==> config.mk <==
export PLATFORM = sky130hd
export DESIGN_NAME = sqrr_read_path
export DESIGN_NICKNAME = d
export VERILOG_FILES = /design/src/sqrr_pkg.sv /design/src/sqrr_read_path.sv /design/src/sqrr_pin_sync.sv
export SDC_FILE = /design/constraint.sdc
export NUM_CORES = 1
export LEC_CHECK = 0
export ABC_AREA = 1
export BUFFER_PORTS_ARGS = -buffer_cell sky130_fd_sc_hd__buf_4
export CORE_ASPECT_RATIO = 1.75
export CORE_UTILIZATION = 54
export CTS_CLUSTER_DIAMETER = 30
export DETAILED_ROUTE_END_ITERATION = 16
export GPL_ROUTABILITY_DRIVEN = 0
export GPL_TIMING_DRIVEN = 0
export PLACE_DENSITY = 0.77
export SYNTH_ARGS = -nofsm -noshare
export SYNTH_HDL_FRONTEND = slang
export SYNTH_SLANG_ARGS = --single-unit
==> constraint.sdc <==
create_clock -name mclk -period 2.25 [get_ports mclk]
set_input_delay 0.1125 -clock mclk [delete_from_list [all_inputs] [get_ports mclk]]
set_output_delay 0.1125 -clock mclk [all_outputs]
set_load 0.02 [all_outputs]
==> src/sqrr_pkg.sv <==
// constants, types and command decode for the serial quad register read path
// Function
// (RL1) reads continue word after word while clock toggles and chip select stays low
// (RL2) address bits 15:14 pick increment 01b, decrement 10b, else fixed dword
// (RL3) selected register is snapshotted at the start of every 32-bit word
// (RL4) read side effect fires when shifting starts, even if select rises early
// (RL5) live-bit events after the snapshot are held until the read indication
// (RL6) transaction: select low, 8-bit opcode, then two byte-address bytes
// (RL7) single-lane read 03h takes opcode and address on io0, no dummy
// (RL8) host keeps clock at or below 30 MHz for the plain read
// (RL9) plain read drives io1 on fall after last address rise, byte 0 msb first
// (RL10) select high ends the transaction and releases io1
// (RL11) high-speed read 0Bh single lane: opcode, address, one dummy byte, then data
// (RL12) four-lane high-speed read: three dummy bytes, nibble data from byte 0
// (RL13) dual-output read 3Bh: serial header, one dummy byte, two-bit data
// (RL14) quad-output read 6Bh: serial header, one dummy byte, nibble data
// (RL15) dual io read BBh: opcode serial, address and two dummies on two lanes
// (RL16) host issues only the high-speed read while in four-lane mode
// (RL17) host keeps clock at or below 80 MHz for fast, dual and quad reads
// (RL18) multi-lane reads release every driven lane when select rises
// (RL19) 38h enters four-lane mode from single lane, FFh leaves from either
// (RL20) after reset pins are ignored until a rising edge of select
// (RL21) reset gives single-lane mode; early select rise drops partial headers
// (RL22) unknown opcode: lanes stay released, no register access until select rises
package sqrr_pkg;

    // opcodes
    localparam logic [7:0] OP_READ       = 8'h03;
    localparam logic [7:0] OP_HIGH_SPEED = 8'h0B;
    localparam logic [7:0] OP_DUAL_OUT   = 8'h3B;
    localparam logic [7:0] OP_QUAD_OUT   = 8'h6B;
    localparam logic [7:0] OP_DUAL_IO    = 8'hBB;
    localparam logic [7:0] OP_QUAD_IO    = 8'hEB;
    localparam logic [7:0] OP_ENTER_FOUR = 8'h38;
    localparam logic [7:0] OP_LEAVE_FOUR = 8'hFF;

    // lane widths as log2 of lane count
    localparam logic [1:0] LG_ONE  = 2'h0;
    localparam logic [1:0] LG_TWO  = 2'h1;
    localparam logic [1:0] LG_FOUR = 2'h2;

    // field sizes and positions
    localparam int         OPC_BITS  = 8;
    localparam int         ADDR_BITS = 16;
    localparam int         WORD_BITS = 32;
    localparam int         BYTE_BITS = 8;
    localparam int         AMODE_HI  = 15;
    localparam int         AMODE_LO  = 14;
    localparam int         DW_HI     = 13;
    localparam int         DW_LO     = 2;
    localparam int         DW_BITS   = 12;
    localparam logic [1:0] AMODE_INC = 2'h1;
    localparam logic [1:0] AMODE_DEC = 2'h2;
    localparam logic [11:0] DW_ONE   = 12'h001;

    // dummy byte counts
    localparam logic [2:0] DUMMY_NONE  = 3'h0;
    localparam logic [2:0] DUMMY_ONE   = 3'h1;
    localparam logic [2:0] DUMMY_TWO   = 3'h2;
    localparam logic [2:0] DUMMY_THREE = 3'h3;
    localparam logic [2:0] DUMMY_FOUR  = 3'h4;

    // output enables, active low, lane 1 alone for single lane
    localparam logic [3:0] OE_N_OFF  = 4'hF;
    localparam logic [3:0] OE_N_ONE  = 4'hD;
    localparam logic [3:0] OE_N_TWO  = 4'hC;
    localparam logic [3:0] OE_N_FOUR = 4'h0;

    // pin synchroniser layout; reset levels are select high, clock low,
    // matching the edge detectors so no false edge follows reset
    localparam int         PIN_W   = 6;
    localparam logic [5:0] PIN_RST = 6'h20;

    typedef enum logic [2:0] {
        ST_WAIT   = 3'b101,
        ST_IDLE   = 3'b000,
        ST_CMD    = 3'b001,
        ST_ADDR   = 3'b011,
        ST_DUMMY  = 3'b010,
        ST_DATA   = 3'b110,
        ST_IGNORE = 3'b111
    } sqrr_state_t;

    typedef struct packed {
        logic       valid;
        logic [1:0] addr_lg;
        logic [1:0] data_lg;
        logic [2:0] dummy_bytes;
    } sqrr_cmd_t;

    typedef struct packed {
        logic       cs_n;
        logic       sclk;
        logic [3:0] sio;
    } sqrr_pins_t;

    // beats minus one for a field of the given bits on 2**lg lanes
    function automatic logic [5:0] beats_m1(input int bits, input logic [1:0] lg);
        return 6'((bits >> lg) - 1);
    endfunction

    // read opcode decode; only the high-speed read exists in four-lane mode
    function automatic sqrr_cmd_t decode(input logic [7:0] op, input logic four);
        sqrr_cmd_t c;
        c = '{valid: 1'b0, addr_lg: LG_ONE, data_lg: LG_ONE, dummy_bytes: DUMMY_NONE};
        if (four) begin
            if (op == OP_HIGH_SPEED)
                c = '{valid: 1'b1, addr_lg: LG_FOUR, data_lg: LG_FOUR, dummy_bytes: DUMMY_THREE};
        end else begin
            case (op)
                OP_READ:       c = '{1'b1, LG_ONE, LG_ONE, DUMMY_NONE};
                OP_HIGH_SPEED: c = '{1'b1, LG_ONE, LG_ONE, DUMMY_ONE};
                OP_DUAL_OUT:   c = '{1'b1, LG_ONE, LG_TWO, DUMMY_ONE};
                OP_QUAD_OUT:   c = '{1'b1, LG_ONE, LG_FOUR, DUMMY_ONE};
                OP_DUAL_IO:    c = '{1'b1, LG_TWO, LG_TWO, DUMMY_TWO};
                OP_QUAD_IO:    c = '{1'b1, LG_FOUR, LG_FOUR, DUMMY_FOUR};
                default:       c = c;
            endcase
        end
        return c;
    endfunction

endpackage

==> src/sqrr_read_path.sv <==
// serial register read slave: opcode, address, dummy and data shifting
`timescale 1ns/1ps
module sqrr_read_path (
    // clock and reset
    input  wire logic        mclk,
    input  wire logic        resetn,
    // serial pins from the host
    input  wire logic        chip_select_n,
    input  wire logic        sclk,
    input  wire logic [3:0]  sio_lanes_in,
    // serial pins to the host, enable low while driving
    output logic      [3:0]  sio_lanes_out,
    output logic      [3:0]  sio_lanes_oe_n,
    // register file side
    output logic      [11:0] reg_dw_addr,
    input  wire logic [31:0] reg_rd_data,
    output logic             reg_capture,
    output logic             reg_read_ind,
    output logic             reg_defer,
    // mode status
    output logic             four_lane_mode
);
    sqrr_pkg::sqrr_pins_t pins_in, pins_s;
    logic                 sclk_q_r, cs_q_r;
    logic                 sclk_rise, sclk_fall, cs_rise;

    sqrr_pkg::sqrr_state_t st_r, st_nxt;
    sqrr_pkg::sqrr_cmd_t   cmd_r, cmd_nxt;
    logic [5:0]  cnt_r, cnt_nxt;
    logic [7:0]  op_r, op_nxt;
    logic [15:0] addr_r, addr_nxt;
    logic [31:0] shift_r, shift_nxt;
    logic        quad_r, quad_nxt;
    logic        load_r, load_nxt;
    logic        first_r, first_nxt;
    logic [3:0]  out_r, out_nxt;
    logic [3:0]  oe_n_r, oe_n_nxt;
    logic        cap_r, cap_nxt;
    logic        ind_r, ind_nxt;
    logic        defer_r, defer_nxt;

    // every pin crosses two flops before use
    assign pins_in = '{cs_n: chip_select_n, sclk: sclk, sio: sio_lanes_in};

    sqrr_pin_sync #(
        .WIDTH   (sqrr_pkg::PIN_W),
        .RST_VAL (sqrr_pkg::PIN_RST)
    ) u_sync (
        .mclk     (mclk),
        .resetn   (resetn),
        .pin_in   (pins_in),
        .pin_sync (pins_s)
    );

    // edge detection on the synchronised copies
    always_ff @(posedge mclk) begin
        if (!resetn) begin
            sclk_q_r <= 1'b0;
            cs_q_r   <= 1'b1;
        end else begin
            sclk_q_r <= pins_s.sclk;
            cs_q_r   <= pins_s.cs_n;
        end
    end

    assign sclk_rise = pins_s.sclk & ~sclk_q_r;
    assign sclk_fall = ~pins_s.sclk & sclk_q_r;
    assign cs_rise   = pins_s.cs_n & ~cs_q_r;

    // shift one beat of 1, 2 or 4 lanes into a header register
    function automatic logic [15:0] shift_in(input logic [15:0] v, input logic [1:0] lg,
                                             input logic [3:0] io);
        case (lg)
            sqrr_pkg::LG_TWO:  return {v[13:0], io[1:0]};
            sqrr_pkg::LG_FOUR: return {v[11:0], io};
            default:           return {v[14:0], io[0]};
        endcase
    endfunction

    // sequencer next state
    always_comb begin
        sqrr_pkg::sqrr_cmd_t dc;
        logic [15:0]         sh;
        dc        = sqrr_pkg::decode(op_r, quad_r);
        sh        = '0;
        st_nxt    = st_r;
        cmd_nxt   = cmd_r;
        cnt_nxt   = cnt_r;
        op_nxt    = op_r;
        addr_nxt  = addr_r;
        shift_nxt = shift_r;
        quad_nxt  = quad_r;
        load_nxt  = load_r;
        first_nxt = first_r;
        out_nxt   = out_r;
        oe_n_nxt  = oe_n_r;
        cap_nxt   = 1'b0;
        ind_nxt   = 1'b0;
        defer_nxt = defer_r;
        if (cs_rise) begin
            // end of frame: release lanes, drop partial header
            st_nxt    = sqrr_pkg::ST_IDLE;        // RL20 RL21
            oe_n_nxt  = sqrr_pkg::OE_N_OFF;       // RL10 RL18
            load_nxt  = 1'b0;
            first_nxt = 1'b0;
            defer_nxt = 1'b0;
        end else begin
            case (st_r)
                sqrr_pkg::ST_WAIT: begin
                    st_nxt = sqrr_pkg::ST_WAIT;   // RL20
                end
                sqrr_pkg::ST_IDLE: begin
                    if (!pins_s.cs_n) begin
                        st_nxt  = sqrr_pkg::ST_CMD; // RL6
                        cnt_nxt = sqrr_pkg::beats_m1(sqrr_pkg::OPC_BITS,
                                                     quad_r ? sqrr_pkg::LG_FOUR : sqrr_pkg::LG_ONE);
                    end
                end
                sqrr_pkg::ST_CMD: begin
                    if (sclk_rise) begin
                        sh     = shift_in({8'h00, op_r}, quad_r ? sqrr_pkg::LG_FOUR : sqrr_pkg::LG_ONE,
                                          pins_s.sio);
                        op_nxt = sh[7:0];
                        if (cnt_r == 6'h00) begin
                            dc      = sqrr_pkg::decode(sh[7:0], quad_r);
                            cmd_nxt = dc;
                            st_nxt  = sqrr_pkg::ST_IGNORE; // RL22
                            if (sh[7:0] == sqrr_pkg::OP_LEAVE_FOUR) begin
                                quad_nxt = 1'b0;          // RL19
                            end else if (sh[7:0] == sqrr_pkg::OP_ENTER_FOUR && !quad_r) begin
                                quad_nxt = 1'b1;          // RL19
                            end else if (dc.valid) begin
                                st_nxt  = sqrr_pkg::ST_ADDR; // RL7 RL11 RL12 RL13 RL14 RL15
                                cnt_nxt = sqrr_pkg::beats_m1(sqrr_pkg::ADDR_BITS, dc.addr_lg);
                            end
                        end else begin
                            cnt_nxt = cnt_r - 6'h01;
                        end
                    end
                end
                sqrr_pkg::ST_ADDR: begin
                    if (sclk_rise) begin
                        addr_nxt = shift_in(addr_r, cmd_r.addr_lg, pins_s.sio); // RL6
                        if (cnt_r != 6'h00) begin
                            cnt_nxt = cnt_r - 6'h01;
                        end else if (cmd_r.dummy_bytes == sqrr_pkg::DUMMY_NONE) begin
                            st_nxt   = sqrr_pkg::ST_DATA; // RL7 RL9
                            load_nxt = 1'b1;
                        end else begin
                            st_nxt  = sqrr_pkg::ST_DUMMY;
                            cnt_nxt = sqrr_pkg::beats_m1(int'(cmd_r.dummy_bytes) * sqrr_pkg::BYTE_BITS,
                                                         cmd_r.addr_lg); // RL11 RL12 RL13 RL15
                        end
                    end
                end
                sqrr_pkg::ST_DUMMY: begin
                    if (sclk_rise) begin
                        if (cnt_r == 6'h00) begin
                            st_nxt   = sqrr_pkg::ST_DATA;
                            load_nxt = 1'b1;
                        end else begin
                            cnt_nxt = cnt_r - 6'h01;
                        end
                    end
                end
                sqrr_pkg::ST_DATA: begin
                    if (load_r) begin
                        // snapshot, byte 0 moved to the top so it leaves first
                        shift_nxt = {<<8{reg_rd_data}};  // RL3
                        cap_nxt   = 1'b1;                // RL3
                        defer_nxt = 1'b1;                // RL5
                        load_nxt  = 1'b0;
                        first_nxt = 1'b1;
                        cnt_nxt   = sqrr_pkg::beats_m1(sqrr_pkg::WORD_BITS, cmd_r.data_lg);
                    end else if (sclk_fall) begin
                        // drive on falling edges, msb of each group first
                        case (cmd_r.data_lg)
                            sqrr_pkg::LG_TWO: begin
                                out_nxt   = {2'b00, shift_r[31:30]};     // RL13 RL15
                                oe_n_nxt  = sqrr_pkg::OE_N_TWO;
                                shift_nxt = {shift_r[29:0], 2'b00};
                            end
                            sqrr_pkg::LG_FOUR: begin
                                out_nxt   = shift_r[31:28];              // RL12 RL14
                                oe_n_nxt  = sqrr_pkg::OE_N_FOUR;
                                shift_nxt = {shift_r[27:0], 4'h0};
                            end
                            default: begin
                                out_nxt   = {2'b00, shift_r[31], 1'b0};  // RL9 RL11
                                oe_n_nxt  = sqrr_pkg::OE_N_ONE;
                                shift_nxt = {shift_r[30:0], 1'b0};
                            end
                        endcase
                        if (first_r) begin
                            // side effects commit now, even if select rises mid-word
                            ind_nxt   = 1'b1;  // RL4
                            defer_nxt = 1'b0;  // RL5
                            first_nxt = 1'b0;
                        end
                        if (cnt_r == 6'h00) begin
                            // word done: step the dword address unless fixed, and reload
                            load_nxt = 1'b1;   // RL1
                            case (addr_r[sqrr_pkg::AMODE_HI:sqrr_pkg::AMODE_LO])
                                sqrr_pkg::AMODE_INC: addr_nxt[sqrr_pkg::DW_HI:sqrr_pkg::DW_LO] =
                                    addr_r[sqrr_pkg::DW_HI:sqrr_pkg::DW_LO] + sqrr_pkg::DW_ONE; // RL2
                                sqrr_pkg::AMODE_DEC: addr_nxt[sqrr_pkg::DW_HI:sqrr_pkg::DW_LO] =
                                    addr_r[sqrr_pkg::DW_HI:sqrr_pkg::DW_LO] - sqrr_pkg::DW_ONE; // RL2
                                default:             addr_nxt = addr_r; // RL2
                            endcase
                        end else begin
                            cnt_nxt = cnt_r - 6'h01;
                        end
                    end
                end
                sqrr_pkg::ST_IGNORE: begin
                    st_nxt = sqrr_pkg::ST_IGNORE; // RL22
                end
                default: begin
                    st_nxt = sqrr_pkg::ST_IDLE;
                end
            endcase
        end
    end

    // sequencer registers; reset waits for a select rising edge in single-lane mode
    always_ff @(posedge mclk) begin
        if (!resetn) begin
            st_r    <= sqrr_pkg::ST_WAIT;   // RL20
            cmd_r   <= '0;
            cnt_r   <= '0;
            op_r    <= '0;
            addr_r  <= '0;
            shift_r <= '0;
            quad_r  <= 1'b0;                // RL21
            load_r  <= 1'b0;
            first_r <= 1'b0;
            out_r   <= '0;
            oe_n_r  <= sqrr_pkg::OE_N_OFF;
            cap_r   <= 1'b0;
            ind_r   <= 1'b0;
            defer_r <= 1'b0;
        end else begin
            st_r    <= st_nxt;
            cmd_r   <= cmd_nxt;
            cnt_r   <= cnt_nxt;
            op_r    <= op_nxt;
            addr_r  <= addr_nxt;
            shift_r <= shift_nxt;
            quad_r  <= quad_nxt;
            load_r  <= load_nxt;
            first_r <= first_nxt;
            out_r   <= out_nxt;
            oe_n_r  <= oe_n_nxt;
            cap_r   <= cap_nxt;
            ind_r   <= ind_nxt;
            defer_r <= defer_nxt;
        end
    end

    // outputs come straight from flops
    assign sio_lanes_out  = out_r;
    assign sio_lanes_oe_n = oe_n_r;
    assign reg_dw_addr    = addr_r[sqrr_pkg::DW_HI:sqrr_pkg::DW_LO];
    assign reg_capture    = cap_r;
    assign reg_read_ind   = ind_r;
    assign reg_defer      = defer_r;
    assign four_lane_mode = quad_r;
endmodule

==> src/sqrr_pin_sync.sv <==
// two-flop synchroniser for the serial pins
`timescale 1ns/1ps
module sqrr_pin_sync #(
    parameter int                 WIDTH   = 6,
    parameter logic [WIDTH-1:0]   RST_VAL = '0
) (
    // clock and reset
    input  wire logic             mclk,
    input  wire logic             resetn,
    // pins in, synchronised copy out
    input  wire logic [WIDTH-1:0] pin_in,
    output logic      [WIDTH-1:0] pin_sync
);
    logic [WIDTH-1:0] meta_r;

    // first stage feeds only the second
    always_ff @(posedge mclk) begin
        if (!resetn) begin
            meta_r   <= RST_VAL;
            pin_sync <= RST_VAL;
        end else begin
            meta_r   <= pin_in;
            pin_sync <= meta_r;
        end
    end
endmodule

==> impl_results.md, run 1 <==
* Status: complete, but fails checks
* Failing checks: design-rule violations
* Main synth FF type: dfxtp_1
* Worst rel slew slack at 0.500
* Ports at 64
* Worst Path Arrival at between 2 and 2.5 ns
* Syn-to-layout area delta at 19.0%
* Hold Fails Final Rpt at 0
* FF+latch count, synth at 98
* Setup slack at placement at -0.203 ns
* Ant. Diodes at 0
* Slew Limit Fails at 0
* Tmin final at 2.23 ns
* Final wirelength at 18800 um
* Final Cycle Share at 0.993
* Async set-reset flop share out of synthesis at 0
* Vias/cell at roughly 6.0
* # clock sinks at 98
* Tot GR Track Use at 0.304
* DIE WIDTH at 84.5 um
* Dominant cells by area after synthesis: dfxtp_1 31%, nand2_1 9.1%, a21oi_1 7.2%, inv_1 6.3%, o21ai_0 5.5%
* Initial Util at 0.555
* Hold Path Class: primary input to flip-flop
* Yosys cell types at between 50 and 60
* Most frequent cells after synthesis: 156 x nand2_1, 108 x inv_1, 98 x dfxtp_1
* Worst Path Required at roughly 2.5 ns
* Most common cell in the synthesized netlist: nand2_1
* Slowest stage delay, CP at approximately 0.34 ns
* Mapped cell area at between 0.006 and 0.007 sq mm
* Mapped Avg Cell Area at 7.15 sq um
* Die Y at about 150 um
* Maximum clock rate at roughly 0.45 GHz
* Worst-Skew Late Latency at approximately 0.35 ns
* Worst path slowest cell: dfxtp_2
* Sum Neg Setup Slack at 0 ns
* Endpoints failing setup at 0
* Setup crit end kind: flip-flop
* Core Region at between 0.01 and 0.015 sq mm
* Pleak at 0.00309 uW
* Die ar. at 0.0124 sq mm
* Crit path top cell by count: a21oi_1
* Post-synth EDFFs at 0
* Worst-path maximum fanout at 5
* Syn_nets at just under 1000
* Critical-path cell list: inv_2 > nand2_4 > clkinvlp_4 > buf_6 > buf_4 > ha_4 > nand2_1 > nor2_1 > nand3_1 > nand4_1 > a21oi_1 > o21ai_0 > a21oi_1
* H-tree Lvls at 3
* # rows at 52
* Pwr/cell area at roughly 740 mW/mm^2
* Total number of vias at about 6700
* YS warnings at 0
* Iteration-0 DRC Markers at ~310
* Max Buffers Root-to-Sink at 2
* Wire length per cell at about 17 um
* CTS buffer count at 9
* Grt ovf at 0
* Largest net degree at the start of global routing at 20
* Leading area contributor after synthesis: dfxtp_1
* DRC Markers at 4
* DR pass1 iterations at 11
* Port Buffers at 62
* DRT antenna net count at 0
* Peak VDD IR at just over 400 uV
* CTS tree: built
* Post-synthesis cell count at 899
* Detailed placement HPWL at between 10000 and 15000 um
* Clock skew at 0.00746 ns
* Register area share after synthesis at 0.305
* Nets at 1045
* Footprint of the multi-input gates at between 0.003 and 0.004 sq mm
* First-pass GRT wire length at about 30000 um
* Setup crit start kind: flip-flop
* Max-cap violations at 0
* CTS clock-pin slew for the worst setup and hold paths at roughly 0.080 ns
* Final worst slack at approximately 0.016 ns
* Fillers at slightly above 1000
* Antenna violations before repair at 0
* Share of layout cells above drive strength 1 at 0.209
* Area taken by flip-flops and latches at between 0.0015 and 0.002 sq mm
* Root buf cell: clkbuf_16
* Area fraction of the dominant cell type after synthesis at 0.305
* Vias in the first global route at 6607
* Worst-margin pin slew at about 0.75 ns
* Crit path kind: flip-flop to flip-flop
-- where the power goes --
group / internal, uW / total (uW) / switching [uW] / leakage, uW
clock: 785 / 1560 / 771 / 0.000142
combinational: 729 / 2050 / 1320 / 0.00215
sequential: 1860 / 2020 / 157 / 0.000795
total: 3380 / 5620 / 2250 / 0.00309
-- logic make-up (layout without fill, tap and decap cells) --
family / count (synthesis) / in the layout / share of synthesized area
AND/OR/NAND/NOR: 288 / 288 / 0.204
adder cells (fa/ha/maj): 22 / 22 / 0.0440
buffers and inverters: 182 / 271 / 0.126
AO/OA/AOI/OAI: 299 / 299 / 0.307
XOR/XNOR: 10 / 10 / 0.0136
flip-flops: 98 / 98 / 0.305
-- registers in the layout, summed over array words and instances (netlist names) --
| signal | count |
|---|---|
| op_r | 7 |
| u_sync.pin_sync | 6 |
| sio_lanes_out | 4 |
| addr_r | 16 |
| sclk_q_r | 1 |
| cmd_r | 7 |
| st_r | 3 |
| reg_capture | 1 |
| sio_lanes_oe_n | 3 |
| reg_read_ind | 1 |
| first_r | 1 |
| load_r | 1 |
| u_sync.meta_r | 6 |
| cs_q_r | 1 |
| four_lane_mode | 1 |
| reg_defer | 1 |
| shift_r | 32 |
| cnt_r | 6 |
-- per-stage QoR --
stage	utilization	std cells	hold WS [ns]	power [uW]	cell area, sq um
6_report	0.660	1123	0.0417	5620	7650
5_1_grt	0.660	1123	0.0599	5890	7650
4_1_cts	0.644	1121	0.0379	5510	7450
3_5_place_dp	0.610	1096	0.306	3960	7060
3_3_place_gp	0.610	1096	0.298	3940	7060
2_1_floorplan	-	899	0.210	3420	6430
-- layer usage --
layer / part of all wire / GRT usage
met1: 0.36 / 0.296
met4: 0.048 / 0.179
met5: 0 / 0
met2: 0.55 / 0.596
met3: 0.041 / 0.0384
-- final timing paths --
kind                                                       to  slack, ns  cells after the start                   startpoint
worst max-delay path                  addr_r[13]$_SDFFE_PN0P_       0.02                     13      addr_r[14]$_SDFFE_PN0P_
worst min-delay path                 shift_r[30]$_SDFFE_PN0P_       0.04                      3               reg_rd_data[6]
worst max register to register        addr_r[13]$_SDFFE_PN0P_       0.02                     13      addr_r[14]$_SDFFE_PN0P_
worst min register to register  u_sync.pin_sync[3]$_SDFF_PN0_       0.43                      2  u_sync.meta_r[3]$_SDFF_PN0_
-- final cells by class --
class | count | area share
sequential | 98 | 0.257
clock inverter | 7 | 0.00883
timing repair buffer | 75 | 0.0761
tap | 135 | 0.0221
multi-input combinational | 619 | 0.500
clock buffer | 9 | 0.0294
inverter | 123 | 0.0615
buffer | 57 | 0.0451
-- placed cells by master, fill, tap and decap left out, types with 4 or more instances in the layout --
cell           instances
ha_4                   8
buf_4                 81
o22ai_1               23
dlygate4sd3_1          6
a221oi_1               9
a21oi_2                6
o221ai_1              19
buf_6                 10
clkbuf_1              23
nand2_2                4
a211oi_1              25
ha_1                  12
a31oi_1                9
clkbuf_16              9
nor2_2                 7
o21ai_1                5
nand3_1               38
xor2_1                 5
inv_2                 12
a21oi_1               87
dfxtp_1               96
o21ai_0               67
inv_1                106
o211ai_1              13
clkbuf_2               8
nand4_1                8
nor2_1                50
a221oi_2              17
xnor2_1                5
nand2_1              154
buf_2                  4
-- worst max-delay path, delay by kind of cell (launching register included) --
kind                     cells  cell delay, ns
AO/OA/AOI/OAI                3            0.31
adder cells (fa/ha/maj)      1            0.30
buffers and inverters        4            0.53
flip-flops                   1            0.34
AND/OR/NAND/NOR              5            0.65
-- repair_timing --
item,4_1_cts,5_1_grt
buffers inserted,3,4
endpoints found under the setup margin,14,41
resized for setup,8,41
endpoints found under the hold margin,6,0
hold buffers,6,0
pin swaps,0,4
Note: power is estimated with default switching activity, not from simulation.
==> inputs of run 2 (changes only) <==
CAP_MARGIN = 20   (was unset)
CORE_ASPECT_RATIO = 0.6   (was 1.75)
==> impl_results.md, run 2 (synthesis gave the netlist of run 1 again) <==
* CTS tree: built
* Total Power at 5740 uW (+2.1%)
* R2R depth at 12 (-1)
* Largest regs: shift_r: 32 flops, addr_r: 16 flops
* Vias/cell at 5.94 (-0.67%)
* Wire length per cell at 16.2 um (-3.1%)
* Die ar. at 0.0124 sq mm (about the same)
* Endpoints failing setup at 0 (unchanged)
* Iteration-0 DRC Markers at 831 (+170%)
* Hold Fails Final Rpt at 0 (unchanged)
* Clock skew at 0.00756 ns (+0.000105 ns)
* Worst Path Arrival at 2.39 ns (-0.09 ns)
* Internal reg-to-reg setup slack at 0.09 ns (+0.07 ns)
* Final worst slack at 0.0884 ns (+0.0725 ns)
* H-tree Lvls at 3 (unchanged)
* Tmin final at 2.16 ns (-0.0725 ns)
* Total number of vias at 6860 (+2.1%)
* Hold Path Class: primary input to flip-flop
* Initial Util at 0.561 (+0.00643)
* Port Buffers at 62 (unchanged)
* Worst-Skew Late Latency at 0.35 ns (about the same)
* DRC Markers at 0 (-4)
* CTS clock-pin slew for the worst setup and hold paths at 0.07 ns (about the same)
* Worst-margin pin slew at 0.782 ns (+0.0316 ns)
* Grt ovf at 0 (unchanged)
* # rows at 30 (-42%)
* Largest Register: shift_r
* Crit path kind: flip-flop to flip-flop
* Setup crit end kind: flip-flop
* Detailed placement HPWL at 13700 um (-2.7%)
* Final wirelength at 18700 um (-0.43%)
* DIE WIDTH at 143 um (+69%)
* Core Region at 0.0114 sq mm (-1.1%)
* Pwr/cell area at 739 mW/mm^2 (+0.51%)
* DRT antenna net count at 0 (unchanged)
* RR Startpoint: addr_r[14]$_SDFFE_PN0P_
* Max reg flops at 32 (unchanged)
* Vias in the first global route at 5746 (-13%)
* Most common cell after layout, fill and taps aside: nand2_1
* Peak VDD IR at 498 uV (+20%)
* Maximum clock rate at 0.463 GHz (+3.4%)
* Ant. Diodes at 0 (unchanged)
* Largest net degree at the start of global routing at 19 (-5.0%)
* Setup crit start kind: flip-flop
* # clock sinks at 98 (unchanged)
* Die Y at 86.5 um (-41%)
* Commonest cells after routing, fill and taps aside: 152 x nand2_1, 106 x inv_1, 95 x dfxtp_1, 89 x a21oi_1, 85 x buf_4
* Share of layout cells above drive strength 1 at 0.216 (+0.00780)
* Worst Path Required at 2.48 ns (about the same)
* CTS buffer count at 9 (unchanged)
* Syn-to-layout area delta at 20.8%
* Ports at 64 (unchanged)
* Antenna violations before repair at 0 (unchanged)
* Max-cap violations at 0 (unchanged)
* CP endpoint: addr_r[10]$_SDFFE_PN0P_
* Worst-path maximum fanout at 6 (+1)
* Pleak at 0.00314 uW (+1.5%)
* Crit. Startpoint: addr_r[14]$_SDFFE_PN0P_
* Slew Limit Fails at 0 (unchanged)
* Status: finished clean
* Final Cycle Share at 0.961 (-0.0322)
* Setup slack at placement at -0.350 ns (-0.147 ns)
* First-pass GRT wire length at 29700 um (-1.3%)
* DR pass1 iterations at 8 (-3)
* Sum Neg Setup Slack at 0 ns (unchanged)
* Tot GR Track Use at 0.307 (+0.00261)
* Root buf cell: clkbuf_16
* FF-to-FF End: addr_r[10]$_SDFFE_PN0P_
* Worst rel slew slack at 0.478 (-0.0211)
* Nets at 1051 (+0.57%)
* Fillers at 981 (-3.0%)
* Max Buffers Root-to-Sink at 2 (unchanged)
run 2: power breakdown:
part           switching, uW  total [uW]  internal, uW
sequential               142        2010          1860
clock                    735        1620           882
combinational           1360        2110           757
total                   2230        5740          3500
run 2: critical path, stage by stage (launching register included):
cell and delay, ns:
dfxtp_2 0.34, inv_2 0.05, nand2_4 0.09, clkinvlp_4 0.15, buf_8 0.18, ha_4 0.30
nand2_2 0.08, nor3_4 0.24, a21oi_2 0.09, o21bai_1 0.20, a21oi_1 0.10, o21ai_1 0.12
a31oi_1 0.10
run 2: worst min path at each step:
stage | to | startpoint | cells after the start | slack (ns)
6_report | shift_r[31]$_SDFFE_PN0P_ | reg_rd_data[7] | 3 | 0.05
5_1_grt | shift_r[30]$_SDFFE_PN0P_ | reg_rd_data[6] | 3 | 0.06
4_1_cts | shift_r[2]$_SDFFE_PN0P_ | reg_rd_data[26] | 3 | 0.05
3_5_place_dp | u_sync.meta_r[4]$_SDFF_PN0_ | sclk | 3 | 0.30
3_3_place_gp | u_sync.meta_r[1]$_SDFF_PN0_ | sio_lanes_in[1] | 3 | 0.30
2_1_floorplan | u_sync.meta_r[0]$_SDFF_PN0_ | sio_lanes_in[0] | 2 | 0.21
run 2: timing repair:
| action | CTS | global route |
|---|---|---|
| resized for setup | 13 | 47 |
| hold buffers | 6 | 0 |
| pin swaps | 1 | 10 |
| setup buffers | 4 | 8 |
| setup endpoints to repair | 9 | 48 |
| endpoints found under the hold margin | 6 | 0 |
run 2: per-stage QoR:
| stage | std cells | hold slack [ns] | instance area, sq um | utilization |
|---|---|---|---|---|
| after floorplan | 899 | 0.210 | 6430 | - |
| after global placement | 1121 | 0.296 | 7090 | 0.620 |
| after detailed placement | 1121 | 0.298 | 7090 | 0.620 |
| after CTS | 1147 | 0.0459 | 7550 | 0.659 |
| after global routing | 1154 | 0.0594 | 7770 | 0.678 |
| final | 1154 | 0.0477 | 7770 | 0.678 |
run 2: area by class of cell:
class	count	area (sq um)	area share
Inverter	123	470	0.0606
Multi-Input combinational cell	619	3840	0.494
Clock inverter	7	82.6	0.0106
Sequential cell	98	1970	0.253
Tap cell	160	200	0.0258
Clock buffer	9	225	0.0290
Timing Repair Buffer	80	636	0.0818
Buffer	58	350	0.0451
run 2: routing by layer:
metal	track usage	part of all wire	vias up
met5	0	0	-
met4	0.0440	0.0088	0
met3	0.0691	0.11	27
met2	0.398	0.38	421
met1	0.502	0.50	3108
li1	-	-	3304
